===== src/rtl/aptc_map.svh =====
`ifndef APTC_MAP_SVH
`define APTC_MAP_SVH

// ==================================================================
// counter limits
`define APTC_COUNT_TOP 32'hFFFFFFFF
`define APTC_COUNT_ZERO 32'h00000000
`define APTC_COUNT_STEP 32'h00000001

// ==================================================================
// clock switch timing, in core_clk cycles
`define APTC_CLK_SWITCH_CYCLES 4'h4

// ==================================================================
// packed calendar field positions
`define APTC_CAL_SEC_LSB 0
`define APTC_CAL_SEC_MSB 5
`define APTC_CAL_MIN_LSB 6
`define APTC_CAL_MIN_MSB 11
`define APTC_CAL_HOUR_LSB 12
`define APTC_CAL_HOUR_MSB 16
`define APTC_CAL_DAY_LSB 17
`define APTC_CAL_DAY_MSB 21
`define APTC_CAL_MONTH_LSB 22
`define APTC_CAL_MONTH_MSB 25
`define APTC_CAL_YEAR_LSB 26
`define APTC_CAL_YEAR_MSB 31

// ==================================================================
// calendar limits
`define APTC_SEC_LAST 6'h3B
`define APTC_MIN_LAST 6'h3B
`define APTC_HOUR_LAST 5'h17
`define APTC_DAY_FIRST 5'h01
`define APTC_MONTH_FIRST 4'h1
`define APTC_MONTH_LAST 4'hC

`endif


===== src/rtl/aptc_pkg.sv =====
package aptc_pkg;

  // ================================================================
  // prescaler clock sources
  typedef enum logic [1:0] {
    aptc_src_rc = 2'b00,
    aptc_src_xtal = 2'b01,
    aptc_src_bus = 2'b10,
    aptc_src_gen = 2'b11
  } aptc_src_t;

  // ================================================================
  // clock switch states
  typedef enum logic {
    aptc_clk_idle = 1'b0,
    aptc_clk_switch = 1'b1
  } aptc_clk_state_t;

endpackage : aptc_pkg


===== src/rtl/aptc_timer.sv =====
`timescale 1ns/1ps
`default_nettype none
`include "aptc_map.svh"

// Functional notes
// - 32-bit prescaler feeds a 32-bit up-only counter.
// - source select and clock enable never change in one write.
// - pending flag rises on enable change, drops when safe.
// - prescaler counts while enabled; clear bit zeroes it, reads zero.
// - tap select picks prescaler bit clocking the counter.
// - counter advances once per rising edge of tap bit.
// - plain mode: wraps from all ones to zero, sets wrap flag.
// - clear-on-alarm: alarm match zeroes counter and sets wrap flag.
// - counter value readable; write loads a new value.
// - date mode makes counter a calendar via calendar value.
// - seconds, minutes, 24-hour hours, day from 1, month from 1.
// - year is a 6-bit offset from a chosen leap year.
// - offsets divisible by four get a 29th of February.
// - alarms behave alike in date mode, in packed format.
// - debug halt freezes prescaler and counter unless both allow.
// - while busy, synced writes are ignored and reads give zero.
module aptc_timer (
  input wire logic core_clk,
  input wire logic reset,
  input wire logic system_rc_source,
  input wire logic slow_crystal_source,
  input wire logic generic_clock_source,
  input wire logic clock_wr,
  input wire aptc_pkg::aptc_src_t clock_source_select,
  input wire logic clock_enable_wdata,
  input wire logic ctrl_wr,
  input wire logic ctrl_enable,
  input wire logic [4:0] ctrl_counter_tap,
  input wire logic ctrl_date_mode,
  input wire logic ctrl_clear_on_alarm,
  input wire logic ctrl_prescaler_clear,
  input wire logic cv_wr,
  input wire logic [31:0] cv_wdata,
  input wire logic calendar_value_reg_wr,
  input wire logic [31:0] calendar_value_reg_wdata,
  input wire logic alarm_wr,
  input wire logic [31:0] alarm_wdata,
  input wire logic wrap_clear,
  input wire logic debug_halt,
  input wire logic run_in_debug,
  input wire logic peripheral_debug_mask,
  output aptc_pkg::aptc_src_t prescaler_source_select,
  output logic prescaler_clock_enable,
  output logic clock_switch_pending,
  output logic sync_busy,
  output logic wrap_flag,
  output logic counter_tick,
  output logic [31:0] counter_value_reg,
  output logic [31:0] calendar_value_reg,
  output logic [31:0] alarm_value_reg
);
  import aptc_pkg::*;

  // ================================================================
  // source synchronisers
  logic [2:0] src_raw;
  logic [2:0] src_level;
  logic [2:0] src_prev;
  logic [2:0] src_edge;
  assign src_raw = {generic_clock_source, slow_crystal_source,
                    system_rc_source};

  genvar gi;
  generate
    for (gi = 0; gi < 3; gi++) begin : g_src
      aptc_sync3 aptc_sync3_inst (
        .core_clk(core_clk),
        .reset(reset),
        .async_in(src_raw[gi]),
        .sync_out(src_level[gi])
      );
    end
  endgenerate

  always_ff @(posedge core_clk) begin
    if (reset) begin
      src_prev <= 3'h0;
    end else begin
      src_prev <= src_level;
    end
  end
  assign src_edge = src_level & ~src_prev;

  // ================================================================
  // prescaler clock switching
  aptc_clk_state_t clk_state;
  aptc_clk_state_t next_clk_state;
  logic [3:0] switch_cnt;
  logic [3:0] next_switch_cnt;
  logic clk_on;
  logic next_clk_on;
  aptc_src_t next_sel;
  logic next_en;
  logic next_pend;
  logic prsc_edge;

  always_comb begin
    next_clk_state = clk_state;
    next_switch_cnt = switch_cnt;
    next_clk_on = clk_on;
    next_sel = prescaler_source_select;
    next_en = prescaler_clock_enable;
    next_pend = clock_switch_pending;
    case (clk_state)
      aptc_clk_idle: begin
        if (clock_wr) begin
          if (clock_enable_wdata != prescaler_clock_enable) begin
            // a write touching both fields is dropped whole
            if (clock_source_select == prescaler_source_select) begin
              next_en = clock_enable_wdata;
              next_pend = 1'b1;
              next_switch_cnt = `APTC_CLK_SWITCH_CYCLES;
              next_clk_state = aptc_clk_switch;
            end
          end else if (!prescaler_clock_enable) begin
            // a live clock is never switched under the prescaler
            next_sel = clock_source_select;
          end
        end
      end
      aptc_clk_switch: begin
        if (switch_cnt == 4'h1) begin
          next_clk_on = prescaler_clock_enable;
          next_pend = 1'b0;
          next_clk_state = aptc_clk_idle;
        end else begin
          next_switch_cnt = switch_cnt - 4'h1;
        end
      end
      default: begin
        next_clk_state = aptc_clk_idle;
      end
    endcase
    case (prescaler_source_select)
      aptc_src_rc: prsc_edge = src_edge[0];
      aptc_src_xtal: prsc_edge = src_edge[1];
      aptc_src_gen: prsc_edge = src_edge[2];
      default: prsc_edge = 1'b1;
    endcase
  end

  always_ff @(posedge core_clk) begin
    if (reset) begin
      clk_state <= aptc_clk_idle;
      switch_cnt <= 4'h0;
      clk_on <= 1'b0;
      prescaler_source_select <= aptc_src_rc;
      prescaler_clock_enable <= 1'b0;
      clock_switch_pending <= 1'b0;
    end else begin
      clk_state <= next_clk_state;
      switch_cnt <= next_switch_cnt;
      clk_on <= next_clk_on;
      prescaler_source_select <= next_sel;
      prescaler_clock_enable <= next_en;
      clock_switch_pending <= next_pend;
    end
  end

  // ================================================================
  // write capture and handshake toward the counting side
  logic accept;
  logic req;
  logic next_req;
  logic fwd1;
  logic fwd2;
  logic seen;
  logic ack1;
  logic ack2;
  logic apply;
  logic next_busy;
  logic sh_ctrl;
  logic next_sh_ctrl;
  logic [8:0] sh_cfg;
  logic [8:0] next_sh_cfg;
  logic sh_ld;
  logic next_sh_ld;
  logic [31:0] sh_ld_data;
  logic [31:0] next_sh_ld_data;
  logic sh_alarm;
  logic next_sh_alarm;
  logic [31:0] sh_alarm_data;
  logic [31:0] next_sh_alarm_data;
  logic sh_wclr;
  logic next_sh_wclr;

  always_comb begin
    accept = !sync_busy &&
             (ctrl_wr || cv_wr || calendar_value_reg_wr || alarm_wr || wrap_clear);
    next_req = req;
    next_busy = sync_busy && (ack2 != req);
    next_sh_ctrl = sh_ctrl;
    next_sh_cfg = sh_cfg;
    next_sh_ld = sh_ld;
    next_sh_ld_data = sh_ld_data;
    next_sh_alarm = sh_alarm;
    next_sh_alarm_data = sh_alarm_data;
    next_sh_wclr = sh_wclr;
    if (accept) begin
      next_req = !req;
      next_busy = 1'b1;
      next_sh_ctrl = ctrl_wr;
      next_sh_cfg = {ctrl_enable, ctrl_counter_tap, ctrl_date_mode,
                     ctrl_clear_on_alarm, ctrl_prescaler_clear};
      next_sh_ld = cv_wr || calendar_value_reg_wr;
      next_sh_ld_data = cv_wr ? cv_wdata : calendar_value_reg_wdata;
      next_sh_alarm = alarm_wr;
      next_sh_alarm_data = alarm_wdata;
      next_sh_wclr = wrap_clear;
    end
  end
  assign apply = fwd2 ^ seen;

  always_ff @(posedge core_clk) begin
    if (reset) begin
      req <= 1'b0;
      fwd1 <= 1'b0;
      fwd2 <= 1'b0;
      seen <= 1'b0;
      ack1 <= 1'b0;
      ack2 <= 1'b0;
      sync_busy <= 1'b0;
      sh_ctrl <= 1'b0;
      sh_cfg <= 9'h000;
      sh_ld <= 1'b0;
      sh_ld_data <= 32'h00000000;
      sh_alarm <= 1'b0;
      sh_alarm_data <= 32'h00000000;
      sh_wclr <= 1'b0;
    end else begin
      req <= next_req;
      fwd1 <= req;
      fwd2 <= fwd1;
      seen <= fwd2;
      ack1 <= seen;
      ack2 <= ack1;
      sync_busy <= next_busy;
      sh_ctrl <= next_sh_ctrl;
      sh_cfg <= next_sh_cfg;
      sh_ld <= next_sh_ld;
      sh_ld_data <= next_sh_ld_data;
      sh_alarm <= next_sh_alarm;
      sh_alarm_data <= next_sh_alarm_data;
      sh_wclr <= next_sh_wclr;
    end
  end

  // ================================================================
  // prescaler, counter and calendar
  logic run_en;
  logic next_run_en;
  logic [4:0] tap_sel;
  logic [4:0] next_tap_sel;
  logic date_mode;
  logic next_date_mode;
  logic clear_on_alarm;
  logic next_clear_on_alarm;
  logic [31:0] alarm;
  logic [31:0] next_alarm;
  logic [31:0] prescaler;
  logic [31:0] next_prescaler;
  logic tap_prev;
  logic next_tap_prev;
  logic [31:0] count;
  logic [31:0] next_count;
  logic [31:0] cal_next;
  logic next_wrap;
  logic frozen;
  logic prsc_run;
  logic tick;
  logic wrap_set;

  aptc_calendar aptc_calendar_inst (
    .cal(count),
    .next_cal(cal_next)
  );

  always_comb begin
    next_run_en = run_en;
    next_tap_sel = tap_sel;
    next_date_mode = date_mode;
    next_clear_on_alarm = clear_on_alarm;
    next_alarm = alarm;
    next_count = count;
    wrap_set = 1'b0;
    frozen = debug_halt && !(run_in_debug && peripheral_debug_mask);
    prsc_run = run_en && clk_on && prsc_edge && !frozen;
    if (apply && sh_ctrl) begin
      {next_run_en, next_tap_sel, next_date_mode,
       next_clear_on_alarm} = sh_cfg[8:1];
    end
    // clear bit is a one-shot; nothing of it is kept to read back
    if (apply && sh_ctrl && sh_cfg[0]) begin
      next_prescaler = 32'h00000000;
    end else if (prsc_run) begin
      next_prescaler = prescaler + `APTC_COUNT_STEP;
    end else begin
      next_prescaler = prescaler;
    end
    next_tap_prev = prescaler[tap_sel];
    tick = run_en && prescaler[tap_sel] && !tap_prev;
    if (apply && sh_alarm) begin
      next_alarm = sh_alarm_data;
    end
    if (apply && sh_ld) begin
      next_count = sh_ld_data;
    end else if (tick) begin
      if (clear_on_alarm && count == alarm) begin
        next_count = `APTC_COUNT_ZERO;
        wrap_set = 1'b1;
      end else if (date_mode) begin
        next_count = cal_next;
      end else if (count == `APTC_COUNT_TOP) begin
        next_count = `APTC_COUNT_ZERO;
        wrap_set = 1'b1;
      end else begin
        next_count = count + `APTC_COUNT_STEP;
      end
    end
    // set wins over a clear landing in the same cycle
    next_wrap = wrap_set || (wrap_flag && !(apply && sh_wclr));
  end

  always_ff @(posedge core_clk) begin
    if (reset) begin
      run_en <= 1'b0;
      tap_sel <= 5'h00;
      date_mode <= 1'b0;
      clear_on_alarm <= 1'b0;
      alarm <= 32'h00000000;
      prescaler <= 32'h00000000;
      tap_prev <= 1'b0;
      count <= 32'h00000000;
      wrap_flag <= 1'b0;
      counter_tick <= 1'b0;
      counter_value_reg <= 32'h00000000;
      calendar_value_reg <= 32'h00000000;
      alarm_value_reg <= 32'h00000000;
    end else begin
      run_en <= next_run_en;
      tap_sel <= next_tap_sel;
      date_mode <= next_date_mode;
      clear_on_alarm <= next_clear_on_alarm;
      alarm <= next_alarm;
      prescaler <= next_prescaler;
      tap_prev <= next_tap_prev;
      count <= next_count;
      wrap_flag <= next_wrap;
      counter_tick <= tick;
      counter_value_reg <= next_busy ? 32'h00000000 : next_count;
      calendar_value_reg <= next_busy ? 32'h00000000 : next_count;
      alarm_value_reg <= next_busy ? 32'h00000000 : next_alarm;
    end
  end
endmodule : aptc_timer

`default_nettype wire


===== src/rtl/aptc_sync3.sv =====
`timescale 1ns/1ps
`default_nettype none

module aptc_sync3 (
  input wire logic core_clk,
  input wire logic reset,
  input wire logic async_in,
  output logic sync_out
);
  logic s1;
  logic s2;
  logic s3;
  logic next_out;

  // change is taken only once the last two stages agree
  always_comb begin
    next_out = (s2 == s3) ? s3 : sync_out;
  end

  always_ff @(posedge core_clk) begin
    if (reset) begin
      s1 <= 1'b0;
      s2 <= 1'b0;
      s3 <= 1'b0;
      sync_out <= 1'b0;
    end else begin
      s1 <= async_in;
      s2 <= s1;
      s3 <= s2;
      sync_out <= next_out;
    end
  end
endmodule : aptc_sync3

`default_nettype wire


===== src/rtl/aptc_calendar.sv =====
`timescale 1ns/1ps
`default_nettype none
`include "aptc_map.svh"

module aptc_calendar (
  input wire logic [31:0] cal,
  output logic [31:0] next_cal
);
  function automatic logic [4:0] month_days(input logic [3:0] mon,
                                            input logic [5:0] yr);
    case (mon)
      4'h2: month_days = (yr[1:0] == 2'h0) ? 5'h1D : 5'h1C;
      4'h4, 4'h6, 4'h9, 4'hB: month_days = 5'h1E;
      default: month_days = 5'h1F;
    endcase
  endfunction : month_days

  always_comb begin
    logic [5:0] sec;
    logic [5:0] min;
    logic [4:0] hour;
    logic [4:0] day;
    logic [3:0] mon;
    logic [5:0] yr;
    sec = cal[`APTC_CAL_SEC_MSB:`APTC_CAL_SEC_LSB];
    min = cal[`APTC_CAL_MIN_MSB:`APTC_CAL_MIN_LSB];
    hour = cal[`APTC_CAL_HOUR_MSB:`APTC_CAL_HOUR_LSB];
    day = cal[`APTC_CAL_DAY_MSB:`APTC_CAL_DAY_LSB];
    mon = cal[`APTC_CAL_MONTH_MSB:`APTC_CAL_MONTH_LSB];
    yr = cal[`APTC_CAL_YEAR_MSB:`APTC_CAL_YEAR_LSB];
    // >= catches values loaded out of range
    if (sec < `APTC_SEC_LAST) begin
      sec = sec + 6'h01;
    end else begin
      sec = 6'h00;
      if (min < `APTC_MIN_LAST) begin
        min = min + 6'h01;
      end else begin
        min = 6'h00;
        if (hour < `APTC_HOUR_LAST) begin
          hour = hour + 5'h01;
        end else begin
          hour = 5'h00;
          if (day < month_days(mon, yr)) begin
            day = day + 5'h01;
          end else begin
            day = `APTC_DAY_FIRST;
            if (mon < `APTC_MONTH_LAST) begin
              mon = mon + 4'h1;
            end else begin
              mon = `APTC_MONTH_FIRST;
              yr = yr + 6'h01;
            end
          end
        end
      end
    end
    next_cal = {yr, mon, day, hour, min, sec};
  end
endmodule : aptc_calendar

`default_nettype wire


===== config.mk =====
export PLATFORM = sky130hd
export DESIGN_NAME = aptc_timer
export DESIGN_NICKNAME = d
export VERILOG_FILES = /design/src/rtl/aptc_pkg.sv /design/src/rtl/aptc_timer.sv /design/src/rtl/aptc_sync3.sv /design/src/rtl/aptc_calendar.sv
export VERILOG_INCLUDE_DIRS = /design/src /design/src/rtl
export SDC_FILE = /design/constraint.sdc
export NUM_CORES = 1
export LEC_CHECK = 0
export ABC_AREA = 0
export BUFFER_PORTS_ARGS = -buffer_cell sky130_fd_sc_hd__buf_4
export CORE_MARGIN = 2
export CORE_UTILIZATION = 62
export CTS_BUF_LIST = sky130_fd_sc_hd__clkbuf_8
export DETAILED_ROUTE_END_ITERATION = 10
export PLACE_DENSITY = 0.87
export SYNTH_ARGS = -nofsm -noshare
export SYNTH_HDL_FRONTEND = slang
export SYNTH_SLANG_ARGS = --single-unit

===== constraint.sdc =====
create_clock -name core_clk -period 5.7 [get_ports core_clk]
set_input_delay 0.285 -clock core_clk [delete_from_list [all_inputs] [get_ports core_clk]]
set_output_delay 0.285 -clock core_clk [all_outputs]
set_load 0.01 [all_outputs]

# == Word-level counts from Yosys, hierarchy flattened ==
# Cells that the tools add are included.
# classes
n_addsub,9
n_lt_le_gt_ge,6
n_eq_ne,21
muxes,56
n_bitwise,6
n_reduce_logical,38
# op_table
op,count
32-bit two-way mux,7
"32-bit by 1-bit adder with 32-bit output, second input constant",2
5-bit two-way mux,10
6-bit two-way mux,8
4-bit two-way mux,9
32-bit == test,1
"32-bit == test, second input constant",1
"6-bit by 1-bit adder with 6-bit output, second input constant",3
1-bit logical AND,16
1-bit two-way mux,16
4-bit AND reduction,4
"6-bit less-than comparator, second input constant",2
"5-bit by 1-bit adder with 5-bit output, second input constant",2
5-bit one-hot mux with 2 select lines,1
"4-bit by 3-bit == test with 1-bit output, second input constant",2
"4-bit == test, second input constant",2
"2-bit != test, second input constant",4
4-bit one-hot mux with 2 select lines,1
1-bit zero test,6
1-bit logical OR,6
"5-bit by 6-bit less-than comparator with 1-bit output, second input constant",1
1-bit binary-select mux with 5-bit select,1
5-bit less-than comparator,1
"5-bit less-than comparator, second input constant",1
other kinds (21),29
# totals
register_bits,280
inputBits,122
out_inout_bits,103

# == Depth between registers and ports, before layout ==
# depth
ltp_word,15
ltp_mapped,15

# == Modules after synthesis ==
# Synthesis repeated with hierarchy kept, for this count alone.
# hier_totals
cells_unflattened,1553
hier_area_um2,13185.1
# modules_own_cells
mod,instances,cells_per_inst,area_each_um2
aptc_timer,1,1388,11950.2
aptc_calendar,1,135,897.1
aptc_sync3,3,10,112.6

# == Worst setup path after synthesis ==
# Ideal clock, no wire load.
# synth_timing
path_type,register to register
startpoint,register count[22]
endpoint,register calendar_value_reg[30]
setup_time_ps,141
arrival_time_ps,2713
slack_ps,2846
stages_incl_launch_ff,15
path_buffers,1
synth_period_minus_slack_ps,2854
path_cell_list,dfxtp_1 > clkbuf_1 > inv_1 > ha_1 > nand2b_1 > nor2_1 > ha_1 > nor2_1 > o221ai_1 > o211ai_4 > a2bb2oi_1 > nor3_1 > nor4bb_1 > a2111oi_0 > nor3_1
# synth_via
elab_chain_cells,15
elab_cells_between_ends,26
classes_between,add/sub: 1; order compare: 2; eq/ne: 7; mux: 14; reduce/logical: 2
# synth_rtl
item,line,source
"start, declared",aptc_timer.sv:269,logic [31:0] count;
"start signal, assigned",aptc_timer.sv:352,count <= next_count;
4-bit by 3-bit == test with 1-bit output or 4-bit == test (tied branches),aptc_calendar.sv:11,case (mon)
4-bit OR reduction,aptc_calendar.sv:11,
5-bit one-hot mux with 2 select lines,aptc_calendar.sv:11,
5-bit two-way mux,aptc_calendar.sv:40,if (hour < `APTC_HOUR_LAST) begin
5-bit two-way mux,aptc_calendar.sv:36,if (min < `APTC_MIN_LAST) begin
5-bit two-way mux,aptc_calendar.sv:32,if (sec < `APTC_SEC_LAST) begin
5-bit less-than comparator,aptc_calendar.sv:44,"if (day < month_days(mon, yr)) begin"
6-bit two-way mux,aptc_calendar.sv:44,
6-bit two-way mux,aptc_calendar.sv:40,
6-bit two-way mux,aptc_calendar.sv:36,
6-bit two-way mux,aptc_calendar.sv:32,
32-bit two-way mux,aptc_timer.sv:316,end else if (date_mode) begin
32-bit two-way mux (*),aptc_timer.sv:313,if (clear_on_alarm && count == alarm) begin
32-bit two-way mux (*),aptc_timer.sv:312,end else if (tick) begin
32-bit two-way mux (*),aptc_timer.sv:310,if (apply && sh_ld) begin
"end signal, assigned",aptc_timer.sv:356,calendar_value_reg <= next_busy ? 32'h00000000 : next_count;
"end, declared",aptc_timer.sv:54,"output logic [31:0] calendar_value_reg,"
# Mark *: on every way between the ends. The rest lies on a longest branch, timed or not. The select of a mux whose other input is x is not followed.
# A chain may end at the register's enable or synchronous reset.

# == Worst setup path in the final report ==
# layout_timing
startpoint,register tap_sel[1]
endpoint,register calendar_value_reg[3]
# layout_via
elab_chain_cells,6
# layout_rtl
item,line,source
"start, declared",aptc_timer.sv:257,logic [4:0] tap_sel;
"start signal, assigned",aptc_timer.sv:346,tap_sel <= next_tap_sel;
1-bit binary-select mux with 5-bit select,aptc_timer.sv:306,tick = run_en && prescaler[tap_sel] && !tap_prev;
1-bit two-way mux (not written as such),aptc_timer.sv:306,
1-bit logical AND (2 in a row),aptc_timer.sv:306,
32-bit two-way mux,aptc_timer.sv:312,
32-bit two-way mux,aptc_timer.sv:310,
# No other way between the ends. The select of a mux whose other input is x is not followed.

==> impl_metrics.json <==
{
  "outcome": "complete, no violations",
  "fin_util_pct": 76.7,
  "hold_viol_final": 0,
  "synth_xor_area_share_pct": 5.28,
  "rows": 52,
  "dieArea_um2": 21500,
  "root_buffer": "clkbuf_8",
  "synth_area_leaders": "dfxtp_1 (45%), mux2i_1 (6.7%), nor2_1 (5.4%), nand2_1 (5.0%), xor2_1 (4.0%)",
  "place_inst": 1833,
  "synth_area_um2": 12600,
  "post_synth_mux_area_share_pct": 6.88,
  "track_usage_pct": 32.7,
  "cts_tree": "built",
  "relSlewSlack_pct": 21.4,
  "synth-adder-area-share_pct": 1.49,
  "setup.worst_path.start_class": "flip-flop",
  "synth_top_family_by_area": "simple AND/OR/NAND/NOR gates",
  "syn2layout_area_growth_pct": 22.5,
  "vias": 11500,
  "drc_errors": 0,
  "yosysMostFrequentCell": "dfxtp_1",
  "coreArea_um2": 20100,
  "hpwlAfterDp_um": 23800,
  "cts_max_level": 2,
  "netlist.top_cell.by_area": "dfxtp_1",
  "wirelength_um": 35900,
  "p_int_mw": 3.21,
  "synth_edf_count": 0,
  "drt-vias-per-instance": 5.86,
  "top_layer_used": "met4",
  "grt_max_degree": 100,
  "grt_pass1_vias": 11000,
  "seqPwrFrac_pct": 49.1,
  "postSynthNetCount": 1599,
  "crit_fanout": 23,
  "setup.worst_path.class": "flip-flop to flip-flop",
  "drive_above_1_share_pct": 19.4,
  "pwr-share-clk_pct": 41.0,
  "cp.arrival_ns": 3.74,
  "met3_length_um": 2790,
  "critPathMaxStageDelay_ns": 0.92,
  "synthSimpleGateAreaFrac_pct": 21.7,
  "finalSetupViolations": 0,
  "syn_avg_cell_area_um2": 8.62,
  "ir_worst_vdd_uv": 240,
  "worst_pin_slew_ns": 1.16,
  "clk_latency_ns": 0.56,
  "first_pass_iters": 5,
  "syn_inst": 1462,
  "start_util_pct": 62.7,
  "endpoint_kind": "flip-flop",
  "m1WireLength_um": 14200,
  "grt_pass1_wl_um": 56800,
  "p_comb_share_pct": 9.9,
  "synth_seq_cells": 280,
  "crit_required_ns": 6.11,
  "cts.sinks": 280,
  "r2r_slack_ns": 2.36,
  "die_h_um": 147,
  "max-cap-violations": 0,
  "ys_warn_count": 0,
  "synthArstFlopShare_pct": 0,
  "cts.path.max_buffers": 3,
  "p_leak_nw": 6.65,
  "crit_slowest_cell": "dfxtp_1",
  "synthTopCellsByCount": "dfxtp_1 (280), nor2_1 (181), nand2_1 (169)",
  "path_clk_slew_ns": 0.06,
  "synthDominantCellAreaShare_pct": 44.5,
  "final_cells": 1960,
  "p_switching_mw": 1.11,
  "nets": 1791,
  "synth_ff_type": "dfxtp_1",
  "crit_chain": "mux2i_1, a22oi_1, nand3_1, nand2_1, o21ai_4, buf_4, nor3_1, a221oi_1, nor3_1",
  "yosysSeqAreaShare_pct": 44.5,
  "finClkSkew_ns": 0.0161,
  "maxSlewViolCount": 0,
  "cellPowerDensity_nw_per_um2": 280,
  "antenna_found_initial": 0,
  "cts_buffers": 44,
  "pin_count": 225,
  "place_congestion": 0.935,
  "switching_share_pct": 25.7,
  "max_freq_ghz": 0.300,
  "min_period_ns": 3.34,
  "die_w_um": 147,
  "hp-class": "input port to flip-flop",
  "port_buffers": 224,
  "fillCellCount": 1420,
  "rsz0062_at_grt": "no",
  "synth_compound_area_share_pct": 13.7,
  "post-route-period-util_pct": 58.5,
  "grt.overflow.total": 0,
  "routedWlPerCell_um": 18.3,
  "ant_nets": 0,
  "drt-initial-drc-count": 941,
  "num_antenna_cells": 0,
  "ys_types": 72,
  "timing.setup.tns_ns": 0,
  "met2_length_um": 17600,
  "cpMostUsedCell": "nor3_1"
}
-- metal layers --
metal,up-vias,global-route usage [%]
met5,-,0
met4,0,14.0
met3,90,6.38
met2,512,55.0
met1,5420,41.1
li1,5456,-
-- final timing paths --
path | start | to | cells past startpoint
worst max-delay path | tap_sel[1] | calendar_value_reg[3] | 9
worst min-delay path | ctrl_counter_tap[3] | sh_cfg[6] | 3
worst max register to register | tap_sel[1] | calendar_value_reg[3] | 9
worst min register to register | g_src[1].aptc_sync3_inst.s1 | g_src[1].aptc_sync3_inst.s2 | 1
-- logic make-up after synthesis --
family                   after synthesis
AO/OA/AOI/OAI                        250
XOR/XNOR                              76
adder cells (fa/ha/maj)               15
buffers and inverters                162
flip-flops                           280
multiplexers                          86
AND/OR/NAND/NOR                      593
-- cell usage in the layout (no fill, tap or decap), types with 9 or more instances in the layout --
cell type	count
a221oi_1	13
clkbuf_8	55
buf_4	235
nor2_1	181
ha_1	15
nand2_1	168
nor2b_1	23
dlygate4sd3_1	45
nor4_1	22
nand3_1	47
mux2i_1	84
dfxtp_1	280
a21oi_1	88
a211oi_1	43
inv_1	41
o21ai_0	22
nor3_1	82
and2_1	9
xor2_1	57
xnor2_1	19
nand4_1	15
nand2b_1	9
a31oi_1	9
-- power by group through the flow --
stage	clock (mW)	combinational, mW	sequential [mW]
global placement	0	0.383	2.15
floorplan	0	0.273	2.12
detailed placement	0	0.394	2.16
CTS	1.78	0.420	2.11
global route	1.88	0.467	2.13
finish	1.77	0.428	2.12
-- worst max-delay path: cells and delay by family, from the launching register on --
kind	cells	cell delay, ns
AO/OA/AOI/OAI	3	1.11
flip-flops	1	0.92
AND/OR/NAND/NOR	4	0.54
buffers and inverters	1	0.34
multiplexers	1	0.27
-- cell type report --
class	count	area (um^2)	area share, %
Clock buffer	55	757	4.91
Inverter	27	101	0.657
Clock inverter	27	185	1.20
Tap cell	270	338	2.19
Timing Repair Buffer	281	2230	14.4
Multi-Input combinational cell	1020	6210	40.3
Sequential cell	280	5610	36.3
-- per-stage QoR --
stage	setup slack, ns	power (mW)	instance area, um^2	hold WS [ns]
6_report	2.36	4.31	15400	0.0249
5_1_grt	2.08	4.47	15400	0.0193
4_1_cts	2.40	4.31	15400	0.00323
3_5_place_dp	2.44	2.55	14000	0.427
3_3_place_gp	2.55	2.54	14000	0.419
2_1_floorplan	2.85	2.39	12600	0.369
-- timing repair --
action,4_1_cts,5_1_grt
gates resized for setup,0,0
setup buffers,0,0
hold endpoints to repair,44,1
hold buffers,44,1
Note: power is estimated with default switching activity, not from simulation.
